**src/hw/cam_addr_map.vh**
```
`ifndef CAM_ADDR_MAP_VH
`define CAM_ADDR_MAP_VH

// ----------------------------------------------------------------
// Prebyte codes
// ----------------------------------------------------------------
`define CAM_PRE_SECOND_INDEX   8'h90
`define CAM_PRE_POINTER_SECOND 8'h91
`define CAM_PRE_POINTER        8'h92

// ----------------------------------------------------------------
// Opcode fields: high nibble is the mode, low nibble the operation
// ----------------------------------------------------------------
`define CAM_MODE_MSB  7
`define CAM_MODE_LSB  4
`define CAM_OP_MSB    3
`define CAM_OP_LSB    0

// Mode codes
`define CAM_MODE_INH     4'h0
`define CAM_MODE_IMM     4'h1
`define CAM_MODE_DIR_S   4'h2
`define CAM_MODE_DIR_L   4'h3
`define CAM_MODE_IDX0    4'h4
`define CAM_MODE_IDX_S   4'h5
`define CAM_MODE_IDX_L   4'h6
`define CAM_MODE_REL     4'h7
`define CAM_MODE_LAST    4'h7

// Operation codes below this value accept long forms
`define CAM_OP_LONG_LIMIT 4'ha

// Inherent operations with side effects
`define CAM_INH_TRAP  4'h1
`define CAM_INH_WAIT  4'h2
`define CAM_INH_HALT  4'h3

// Instruction set size
`define CAM_INSTR_COUNT 63
`define CAM_GROUP_COUNT 13

// Reset values
`define CAM_ADDR_RST 16'h0000
`define CAM_BYTE_RST 8'h00

`endif
```
**src/hw/cam_addr_decoder.v**
```verilog
// Operation
// RULE1 - Implied-operand instructions are one byte
// RULE2 - Literal operand: one byte after opcode
// RULE3 - Short absolute: one address byte, page zero
// RULE4 - Long absolute: two address bytes, full space
// RULE5 - Indexed address is index plus offset
// RULE6 - Zero-offset indexed: no byte, page zero
// RULE7 - Short indexed: byte offset, carry bit 8
// RULE8 - Long indexed: word offset plus index
// RULE9 - Pointer modes read pointer at given byte
// RULE10 - Short pointer: byte pointer, page zero
// RULE11 - Long pointer: word pointer, two bytes read
// RULE12 - Pointer plus index, unsigned sum
// RULE13 - Only load/compare/logic/arith take long forms
// RULE14 - Other memory groups take short forms only
// RULE15 - Relative: signed offset, direct or indirect
// RULE16 - 63 instructions in 13 groups
// RULE17 - Instructions span one to four bytes
// RULE18 - Three prebytes extend opcode space
// RULE19 - Prebyte 90 swaps first index for second
// RULE20 - Prebyte 92 selects pointer forms
// RULE21 - Prebyte 91 pointer-indexed uses second index
// RULE22 - Trap, wait, halt are single-byte
// RULE23 - Undefined code resets; odd combination does not
// RULE24 - Offset added to next-instruction address
// RULE25 - Addresses are 16-bit, carry kept
`timescale 1ns/1ps
`include "cam_addr_map.vh"

module cam_addr_decoder
(
  input  wire        clk_sys,
  input  wire        nrst,
  input  wire        fetchStart,
  input  wire [15:0] pcStart,
  input  wire [7:0]  idxX,
  input  wire [7:0]  idxY,
  input  wire [7:0]  memRdata,
  input  wire        memAck,
  output reg         memRd,
  output reg  [15:0] memAddr,
  output reg         busy,
  output reg         done,
  output reg  [7:0]  opcode,
  output reg  [3:0]  modeOut,
  output reg  [3:0]  opGroup,
  output reg         useSecondIndex,
  output reg         viaPointer,
  output reg         immValid,
  output reg  [7:0]  operand,
  output reg  [15:0] effAddr,
  output reg  [15:0] nextPc,
  output reg  [2:0]  instrLen,
  output reg         swInterrupt,
  output reg         waitEntry,
  output reg         haltEntry,
  output reg         prefixIgnored,
  output reg         illegalReset
);

  // ----------------------------------------------------------------
  // States
  // ----------------------------------------------------------------
  localparam [2:0] ST_IDLE = 3'd0;
  localparam [2:0] ST_OP   = 3'd1;
  localparam [2:0] ST_B1   = 3'd2;
  localparam [2:0] ST_B2   = 3'd3;
  localparam [2:0] ST_P1   = 3'd4;
  localparam [2:0] ST_P2   = 3'd5;
  localparam [2:0] ST_CALC = 3'd6;

  // ----------------------------------------------------------------
  // Decode functions
  // ----------------------------------------------------------------
  // Mode nibbles above the last defined one are not opcodes
  function isDefined;
    input [3:0] mode;
    input [3:0] op;
    begin
      isDefined = 1'b1;
      if (mode > `CAM_MODE_LAST)
        isDefined = 1'b0; // see RULE23
      else if (((mode == `CAM_MODE_DIR_L) || (mode == `CAM_MODE_IDX_L))
               && (op >= `CAM_OP_LONG_LIMIT))
        isDefined = 1'b0; // see RULE13 see RULE14
    end
  endfunction

  // Functional group of an instruction, 0 to 12
  function [3:0] groupOf;
    input [3:0] mode;
    input [3:0] op;
    begin
      groupOf = 4'd0;
      if (mode == `CAM_MODE_REL)
        groupOf = (op == 4'h0) ? 4'd9 : 4'd10;
      else if (mode == `CAM_MODE_INH)
      begin
        case (op)
          4'h0: groupOf = 4'd9;
          4'h1: groupOf = 4'd11;
          4'h2: groupOf = 4'd11;
          4'h3: groupOf = 4'd11;
          4'h4: groupOf = 4'd9;
          4'h5: groupOf = 4'd11;
          4'h6: groupOf = 4'd12;
          4'h7: groupOf = 4'd12;
          4'h8: groupOf = 4'd12;
          4'h9: groupOf = 4'd12;
          4'ha: groupOf = 4'd1;
          4'hb: groupOf = 4'd1;
          4'hc: groupOf = 4'd7;
          4'hd: groupOf = 4'd0;
          4'he: groupOf = 4'd8;
          default: groupOf = 4'd2;
        endcase
      end
      else
      begin
        case (op)
          4'h0: groupOf = 4'd0;
          4'h1: groupOf = 4'd3;
          4'h2: groupOf = 4'd3;
          4'h3: groupOf = 4'd4;
          4'h4: groupOf = 4'd4;
          4'h5: groupOf = 4'd4;
          4'h6: groupOf = 4'd7;
          4'h7: groupOf = 4'd7;
          4'h8: groupOf = 4'd7;
          4'h9: groupOf = 4'd7;
          4'ha: groupOf = 4'd0;
          4'hb: groupOf = 4'd2;
          4'hc: groupOf = 4'd5;
          4'hd: groupOf = 4'd6;
          4'he: groupOf = 4'd8;
          default: groupOf = 4'd9;
        endcase
      end
    end
  endfunction

  // Bytes after the opcode; pointer forms carry only the pointer address
  function [1:0] bytesAfter;
    input [3:0] mode;
    input       ptr;
    begin
      case (mode)
        `CAM_MODE_INH:   bytesAfter = 2'd0; // see RULE1
        `CAM_MODE_IMM:   bytesAfter = 2'd1; // see RULE2
        `CAM_MODE_DIR_S: bytesAfter = 2'd1; // see RULE3 see RULE10
        `CAM_MODE_DIR_L: bytesAfter = ptr ? 2'd1 : 2'd2; // see RULE4 see RULE11
        `CAM_MODE_IDX0:  bytesAfter = 2'd0; // see RULE6
        `CAM_MODE_IDX_S: bytesAfter = 2'd1; // see RULE7
        `CAM_MODE_IDX_L: bytesAfter = ptr ? 2'd1 : 2'd2; // see RULE8 see RULE12
        `CAM_MODE_REL:   bytesAfter = 2'd1; // see RULE15
        default:         bytesAfter = 2'd0;
      endcase
    end
  endfunction

  // ----------------------------------------------------------------
  // State
  // ----------------------------------------------------------------
  reg [2:0]  state_reg;
  reg [15:0] pc_reg;
  reg [7:0]  prefix_reg;
  reg        havePrefix_reg;
  reg [7:0]  byte1_reg;
  reg [7:0]  byte2_reg;
  reg [7:0]  ptrHi_reg;
  reg [7:0]  ptrLo_reg;
  reg [1:0]  need_reg;
  reg        ptrWord_reg;
  reg [7:0]  idxSel_reg;

  // Prefix handling on the opcode just fetched
  wire [3:0] fetchMode = memRdata[`CAM_MODE_MSB:`CAM_MODE_LSB];
  wire [3:0] fetchOp   = memRdata[`CAM_OP_MSB:`CAM_OP_LSB];
  wire isPrebyte = (memRdata == `CAM_PRE_SECOND_INDEX) ||
                   (memRdata == `CAM_PRE_POINTER_SECOND) ||
                   (memRdata == `CAM_PRE_POINTER); // see RULE18

  wire modeIndexed = (fetchMode == `CAM_MODE_IDX_S) || (fetchMode == `CAM_MODE_IDX_L);
  wire modeDirect  = (fetchMode == `CAM_MODE_DIR_S) || (fetchMode == `CAM_MODE_DIR_L);
  wire modeRel     = (fetchMode == `CAM_MODE_REL);

  // Which prefixes are authorised for this mode
  reg pfxOk;
  reg pfxPtr;
  reg pfxY;
  always @*
  begin
    pfxOk  = 1'b1;
    pfxPtr = 1'b0;
    pfxY   = 1'b0;
    if (havePrefix_reg)
    begin
      case (prefix_reg)
        `CAM_PRE_SECOND_INDEX:
        begin
          pfxOk = !modeRel; // see RULE19
          pfxY  = pfxOk;
        end
        `CAM_PRE_POINTER:
        begin
          // Zero-offset indexed has no pointer variant
          pfxOk  = modeDirect || modeRel || modeIndexed;
          pfxPtr = pfxOk; // see RULE20
        end
        `CAM_PRE_POINTER_SECOND:
        begin
          pfxOk  = modeIndexed;
          pfxPtr = pfxOk; // see RULE21
          pfxY   = pfxOk;
        end
        default: pfxOk = 1'b1;
      endcase
    end
  end

  // Sign-extended relative offset, from the byte or from memory
  wire [7:0]  relOff   = viaPointer ? ptrLo_reg : byte1_reg;
  wire [15:0] relTarget = pc_reg + {{8{relOff[7]}}, relOff}; // see RULE24

  // Effective address for every memory mode, kept 16 bits wide
  reg [15:0] eaCalc;
  always @*
  begin
    eaCalc = `CAM_ADDR_RST;
    case (modeOut)
      `CAM_MODE_DIR_S:
        eaCalc = viaPointer ? {8'h00, ptrLo_reg} : {8'h00, byte1_reg}; // see RULE10
      `CAM_MODE_DIR_L:
        eaCalc = viaPointer ? {ptrHi_reg, ptrLo_reg} : {byte1_reg, byte2_reg};
      `CAM_MODE_IDX0:
        eaCalc = {8'h00, idxSel_reg}; // see RULE6
      `CAM_MODE_IDX_S:
        eaCalc = viaPointer ? ({8'h00, ptrLo_reg} + {8'h00, idxSel_reg})
                            : ({8'h00, byte1_reg} + {8'h00, idxSel_reg}); // see RULE7 see RULE25
      `CAM_MODE_IDX_L: // see RULE5 see RULE12
        eaCalc = viaPointer ? ({ptrHi_reg, ptrLo_reg} + {8'h00, idxSel_reg})
                            : ({byte1_reg, byte2_reg} + {8'h00, idxSel_reg});
      `CAM_MODE_REL:
        eaCalc = relTarget; // see RULE15
      default:
        eaCalc = `CAM_ADDR_RST;
    endcase
  end

  // ----------------------------------------------------------------
  // Fetch sequencer
  // ----------------------------------------------------------------
  // One read outstanding at a time; memRd stays up until memAck
  always @(posedge clk_sys or negedge nrst)
  begin
    if (!nrst)
    begin
      state_reg      <= ST_IDLE;
      pc_reg         <= `CAM_ADDR_RST;
      prefix_reg     <= `CAM_BYTE_RST;
      havePrefix_reg <= 1'b0;
      byte1_reg      <= `CAM_BYTE_RST;
      byte2_reg      <= `CAM_BYTE_RST;
      ptrHi_reg      <= `CAM_BYTE_RST;
      ptrLo_reg      <= `CAM_BYTE_RST;
      need_reg       <= 2'd0;
      ptrWord_reg    <= 1'b0;
      idxSel_reg     <= `CAM_BYTE_RST;
      memRd          <= 1'b0;
      memAddr        <= `CAM_ADDR_RST;
      busy           <= 1'b0;
      done           <= 1'b0;
      opcode         <= `CAM_BYTE_RST;
      modeOut        <= `CAM_MODE_INH;
      opGroup        <= 4'd0;
      useSecondIndex <= 1'b0;
      viaPointer     <= 1'b0;
      immValid       <= 1'b0;
      operand        <= `CAM_BYTE_RST;
      effAddr        <= `CAM_ADDR_RST;
      nextPc         <= `CAM_ADDR_RST;
      instrLen       <= 3'd0;
      swInterrupt    <= 1'b0;
      waitEntry      <= 1'b0;
      haltEntry      <= 1'b0;
      prefixIgnored  <= 1'b0;
      illegalReset   <= 1'b0;
    end
    else
    begin
      // Result strobes last one cycle
      done         <= 1'b0;
      swInterrupt  <= 1'b0;
      waitEntry    <= 1'b0;
      haltEntry    <= 1'b0;
      illegalReset <= 1'b0;
      case (state_reg)
        ST_IDLE:
        begin
          if (fetchStart)
          begin
            pc_reg         <= pcStart;
            memAddr        <= pcStart;
            memRd          <= 1'b1;
            busy           <= 1'b1;
            havePrefix_reg <= 1'b0;
            instrLen       <= 3'd1;
            state_reg      <= ST_OP;
          end
        end
        ST_OP:
        begin
          if (memAck)
          begin
            pc_reg <= pc_reg + 16'h0001;
            if (isPrebyte && !havePrefix_reg)
            begin
              // Prebyte: remember it and fetch the real opcode
              prefix_reg     <= memRdata;
              havePrefix_reg <= 1'b1;
              instrLen       <= 3'd2; // see RULE17
              memAddr        <= pc_reg + 16'h0001;
            end
            else if (isPrebyte || !isDefined(fetchMode, fetchOp))
            begin
              // Undefined code: ask for a system reset and stop
              memRd        <= 1'b0;
              busy         <= 1'b0;
              illegalReset <= 1'b1; // see RULE23
              state_reg    <= ST_IDLE;
            end
            else
            begin
              opcode         <= memRdata;
              modeOut        <= fetchMode;
              opGroup        <= groupOf(fetchMode, fetchOp); // see RULE16
              useSecondIndex <= pfxY;
              viaPointer     <= pfxPtr;
              prefixIgnored  <= !pfxOk; // see RULE23
              idxSel_reg     <= pfxY ? idxY : idxX; // see RULE19 see RULE21
              ptrWord_reg    <= (fetchMode == `CAM_MODE_DIR_L) ||
                                (fetchMode == `CAM_MODE_IDX_L); // see RULE11
              need_reg       <= bytesAfter(fetchMode, pfxPtr);
              if (bytesAfter(fetchMode, pfxPtr) == 2'd0)
              begin
                memRd     <= 1'b0;
                state_reg <= ST_CALC;
              end
              else
              begin
                memAddr   <= pc_reg + 16'h0001;
                state_reg <= ST_B1;
              end
            end
          end
        end
        ST_B1:
        begin
          if (memAck)
          begin
            byte1_reg <= memRdata;
            pc_reg    <= pc_reg + 16'h0001;
            instrLen  <= instrLen + 3'd1;
            if (need_reg == 2'd2)
            begin
              memAddr   <= pc_reg + 16'h0001;
              state_reg <= ST_B2;
            end
            else if (viaPointer)
            begin
              // Byte is the pointer address in page zero
              memAddr   <= {8'h00, memRdata}; // see RULE9
              state_reg <= ST_P1;
            end
            else
            begin
              memRd     <= 1'b0;
              state_reg <= ST_CALC;
            end
          end
        end
        ST_B2:
        begin
          if (memAck)
          begin
            byte2_reg <= memRdata;
            pc_reg    <= pc_reg + 16'h0001;
            instrLen  <= instrLen + 3'd1;
            memRd     <= 1'b0;
            state_reg <= ST_CALC;
          end
        end
        ST_P1:
        begin
          if (memAck)
          begin
            if (ptrWord_reg)
            begin
              // Word pointer: high byte first, low byte next address
              ptrHi_reg <= memRdata;
              memAddr   <= memAddr + 16'h0001;
              state_reg <= ST_P2;
            end
            else
            begin
              ptrHi_reg <= `CAM_BYTE_RST;
              ptrLo_reg <= memRdata; // see RULE10
              memRd     <= 1'b0;
              state_reg <= ST_CALC;
            end
          end
        end
        ST_P2:
        begin
          if (memAck)
          begin
            ptrLo_reg <= memRdata;
            memRd     <= 1'b0;
            state_reg <= ST_CALC;
          end
        end
        ST_CALC:
        begin
          // pc_reg already points at the next instruction
          effAddr   <= eaCalc;
          nextPc    <= pc_reg;
          immValid  <= (modeOut == `CAM_MODE_IMM); // see RULE2
          operand   <= byte1_reg;
          busy      <= 1'b0;
          done      <= 1'b1;
          state_reg <= ST_IDLE;
          if (modeOut == `CAM_MODE_INH)
          begin
            swInterrupt <= (opcode[`CAM_OP_MSB:`CAM_OP_LSB] == `CAM_INH_TRAP); // see RULE22
            waitEntry   <= (opcode[`CAM_OP_MSB:`CAM_OP_LSB] == `CAM_INH_WAIT);
            haltEntry   <= (opcode[`CAM_OP_MSB:`CAM_OP_LSB] == `CAM_INH_HALT);
          end
        end
        default:
        begin
          memRd     <= 1'b0;
          busy      <= 1'b0;
          state_reg <= ST_IDLE;
        end
      endcase
    end
  end

endmodule // cam_addr_decoder

```
**config.mk**
```make
export PLATFORM = sky130hd
export DESIGN_NAME = cam_addr_decoder
export DESIGN_NICKNAME = d
export VERILOG_FILES = /design/src/hw/cam_addr_decoder.v
export VERILOG_INCLUDE_DIRS = /design/src /design/src/hw
export SDC_FILE = /design/constraint.sdc
export NUM_CORES = 1
export LEC_CHECK = 0
export BUFFER_PORTS_ARGS = -buffer_cell sky130_fd_sc_hd__buf_4
export CORE_AREA = 2 2 138 140
export DETAILED_ROUTE_END_ITERATION = 8
export DIE_AREA = 0 0 140 142
export GPL_ROUTABILITY_DRIVEN = 0
export PLACE_DENSITY = 0.75
export SLEW_MARGIN = 30
export SYNTH_ARGS = -nofsm -noshare
export SYNTH_HDL_FRONTEND = slang
export SYNTH_SLANG_ARGS = --single-unit
```
**constraint.sdc**
```tcl
create_clock -name clk_sys -period 4.9 [get_ports clk_sys]
set_clock_uncertainty 0.2 [all_clocks]
set_input_delay 0.49 -clock clk_sys [delete_from_list [all_inputs] [get_ports clk_sys]]
set_output_delay 0.49 -clock clk_sys [all_outputs]
set_load 0.05 [all_outputs]
```
==> metrics.md <==
| Metric | Value |
|---|---|
| ANT nets after route | `0` |
| Worst Path Buf+Inv | `1` |
| Final-report setup violation count | `0` |
| Unique masters post-synth | `a little under 90` |
| TritonCTS Sinks | `153` |
| GR Overflow Total | `0` |
| Cells after Synth | `roughly 1100` |
| Share of async-settable or async-resettable flops after synthesis | `100%` |
| Worst Setup End Kind | `flop` |
| Outcome | `finished with violations` |
| EDFF count, synth | `0` |
| Reg-to-reg setup timing slack | `about 1.2 ns` |
| RSZ-0062 raised after global routing | `no` |
| Fin crit period | `between 3 and 4 ns` |
| Worst-Margin Slew | `slightly above 0.9 ns` |
| Post-Route Setup TNS | `0 ns` |
| Inserted Diodes | `0` |
| Peak VDD IR | `around 0.40 mV` |
| Slowest stage delay, CP | `around 0.75 ns` |
| Hold endpoint | `memAddr[11]` |
| HP Class | `in2reg` |
| Pin count of the biggest net entering global routing | `between 80 and 90` |
| Final period util | `74.7%` |
| Ys flop type | `dfrtp_1` |
| Initial antenna violation count | `0` |
| 1st-pass router iterations | `8` |
| Max-slew violation count | `0` |
| Commonest non-fill, non-tap cells in the layout | `nand2_1 (154), dfrtp_1 (152), buf_4 (135)` |
| Die width | `about 140 um` |
| CTS max path bufs | `2` |
| GRT Total Usage | `approximately 28%` |
| CTS Buf Count | `17` |
| Pleak | `5.25 nW` |
| Final cell count without fillers | `1451` |
| DRT iter0 DRCs | `about 670` |
| Routed len/inst | `about 19 um` |
| Yosys warns | `0` |
| Fill cells | `~1600` |
| Pwr/cell area | `between 700 and 800 mW/mm^2` |
| Sequential fraction of the synthesis area | `between 30 and 40%` |
| Worst endpoint required time | `a little over 5 ns` |
| Synthesized area | `approximately 0.0099 mm^2` |
| CTS H-tree lvls | `4` |
| Hold Violations, Final | `0` |
| Failing checks | `DRC` |
| Flops & latches, synth | `roughly 150` |
| Syn Area/Cell | `between 8 and 9 um^2` |
| Starting density of the core | `between 50% and 60%` |
| Vias in the first global route | `8453` |
| Core area | `0.0185 mm^2` |
| # DRC | `7` |
| Die area | `approximately 0.02 mm^2` |
| Number of buffers added for setup after CTS | `0` |
| Port-buffer cells | `129` |
| Total vias in the final route | `between 8000 and 9000` |
| First-pass GRT wire length | `44.6 mm` |
| Max FO, Critical Path | `35` |
| Die height | `between 100 and 150 um` |
| Area Growth Syn to Fin | `16.1%` |
| Crit start category | `flop` |
| Worst Path Arrival | `around 3.8 ns` |
| Final #Nets | `roughly 1300` |
| Max-cap violations | `0` |
| FF-to-FF Start | `viaPointer` |
| Fmax | `approximately 270 MHz` |
| Top Ports | `130` |
| Layout cells sized above 1 | `approximately a fifth` |
| CTS clk-pin slew, worst paths | `around 0.070 ns` |
| Hold_sp | `pcStart[11]` |
| Post-Syn Nets | `about 1200` |
| Worst path cell trace | `inv_1, nand2_1, nand2_1, ha_1, a211oi_1, o21bai_1, nand3_1, o311ai_1, o31ai_1, mux2_2, nand3_1` |
| Reg2Reg Depth | `11` |
| Total power draw | `around 9 mW` |
| Max_slew headroom | `38.8%` |
| CTS Root Cell | `clkbuf_16` |
| Cell family with most CP delay | `compound AO/OA/AOI/OAI gates` |
| Placed Cells incl. Taps | `between 1000 and 1500` |
| Row cnt | `50` |
| CTS tree | `built` |
| Routed WL | `around 28 mm` |
| Hold slack | `between 0.1 and 0.15 ns` |
| Vias/cell | `a little over 6` |
| Clock Latency Late Sink | `~0.43 ns` |
| Dpl hpwl | `slightly below 20 mm` |
| Worst R2R End | `effAddr[15]` |
| Hold Crit Depth | `3` |
| Most common cell after layout, fill and taps aside | `nand2_1` |
| Crit Path Class | `reg2reg` |
| Crit-path slowest cell | `dfrtp_2` |
timing repair:
action                                 in CTS  in global routing
hold buffers                                1                  0
endpoints found under the hold margin      78                  0
resized for setup                           0                  0
worst register-to-register path: stages (launching register included):
cell and delay [ns]:
dfrtp_2 0.75, inv_1 0.24, nand2_1 0.17, nand2_1 0.32
ha_1 0.50, a211oi_1 0.32, o21bai_1 0.17, nand3_1 0.12
o311ai_1 0.14, o31ai_1 0.24, mux2_2 0.36, nand3_1 0.07
metrics by stage:
step	util [%]	instance area, um^2	worst slack, ns
4_1_cts	62.4	11500	0.891
2_1_floorplan	-	9920	1.37
5_1_grt	62.4	11500	0.996
3_3_place_gp	59.0	10900	1.09
6_report	62.4	11500	1.24
3_5_place_dp	59.1	10900	0.960
routing by layer:
| metal | share of wire (%) | vias to the layer above | track usage (%) |
|---|---|---|---|
| met5 | 0 | - | 0 |
| met4 | 2.9 | 0 | 11.4 |
| met3 | 6.9 | 73 | 5.08 |
| met2 | 46 | 385 | 44.2 |
| met1 | 44 | 4274 | 38.8 |
| li1 | - | 4228 | - |
where the power goes:
part	switching [mW]	internal [mW]	total [mW]
Clock	0.573	0.760	1.33
Combinational	3.39	1.99	5.38
Sequential	0.688	1.75	2.44
cells in the mapped netlist, types with 6 or more instances:
cell type  number  share of area [%]
nor3_1         17               0.86
inv_1          30                1.1
nand4_1         6               0.38
buf_2          22                1.1
o21a_1          6               0.45
o22ai_1        11               0.69
o21ai_1        30                1.5
o21ai_0       111                5.6
a211oi_1        8               0.61
and2_1          7               0.44
a21oi_1        80                4.0
o31ai_1        11               0.83
clkbuf_1       26               0.98
ha_1           42                5.3
or3_1           6               0.38
a21o_1         12               0.91
a22o_1          7               0.62
xnor2_1        30                2.6
nor2b_1        17                1.1
mux2i_1        17                1.7
a22oi_1         6               0.45
a31oi_1        11               0.69
buf_4          10               0.76
nor2_1         64                2.4
nand3_1        25                1.3
mux2_2         38                4.3
nand2_1       155                5.9
xor2_1         15                1.3
nand2b_1       11               0.69
and3_1         15               0.95
a221oi_1       16                1.4
dfrtp_1       153                 39
o211ai_1        8               0.61
worst max-delay path by stage:
stage          cells after the start        from  slack, ns           to
3_3_place_gp                      11  viaPointer       1.09  effAddr[15]
3_5_place_dp                      11  viaPointer       0.96  effAddr[15]
4_1_cts                           11  viaPointer       0.89  effAddr[15]
6_report                          11  viaPointer       1.24  effAddr[15]
5_1_grt                           11  viaPointer        1.0  effAddr[15]
2_1_floorplan                     13  viaPointer       1.37   effAddr[8]
area by class of cell:
cell class                 count  area, um^2  share of cell area, %
clock buffer                  17         425                   3.69
multi-input combinational    863        5640                   49.0
timing repair buffer         137        1030                   8.99
clock inverter                15         168                   1.46
inverter                      32         120                   1.04
sequential                   153        3830                   33.3
tap                          234         293                   2.54
kinds of logic (layout without fill, tap and decap cells):
logic type / after synthesis / count (layout) / synth area share [%]
xor gates and xnor gates: 45 / 45 / 3.97
buffers and inverters: 99 / 201 / 4.73
and+or+nand+nor: 354 / 354 / 17.2
DFF: 153 / 153 / 38.6
muxes: 57 / 57 / 6.48
AOI/OAI and AO/OA: 362 / 362 / 23.1
adders and majority gates: 45 / 45 / 5.90
No activity file was read; power rests on OpenSTA's default activity.
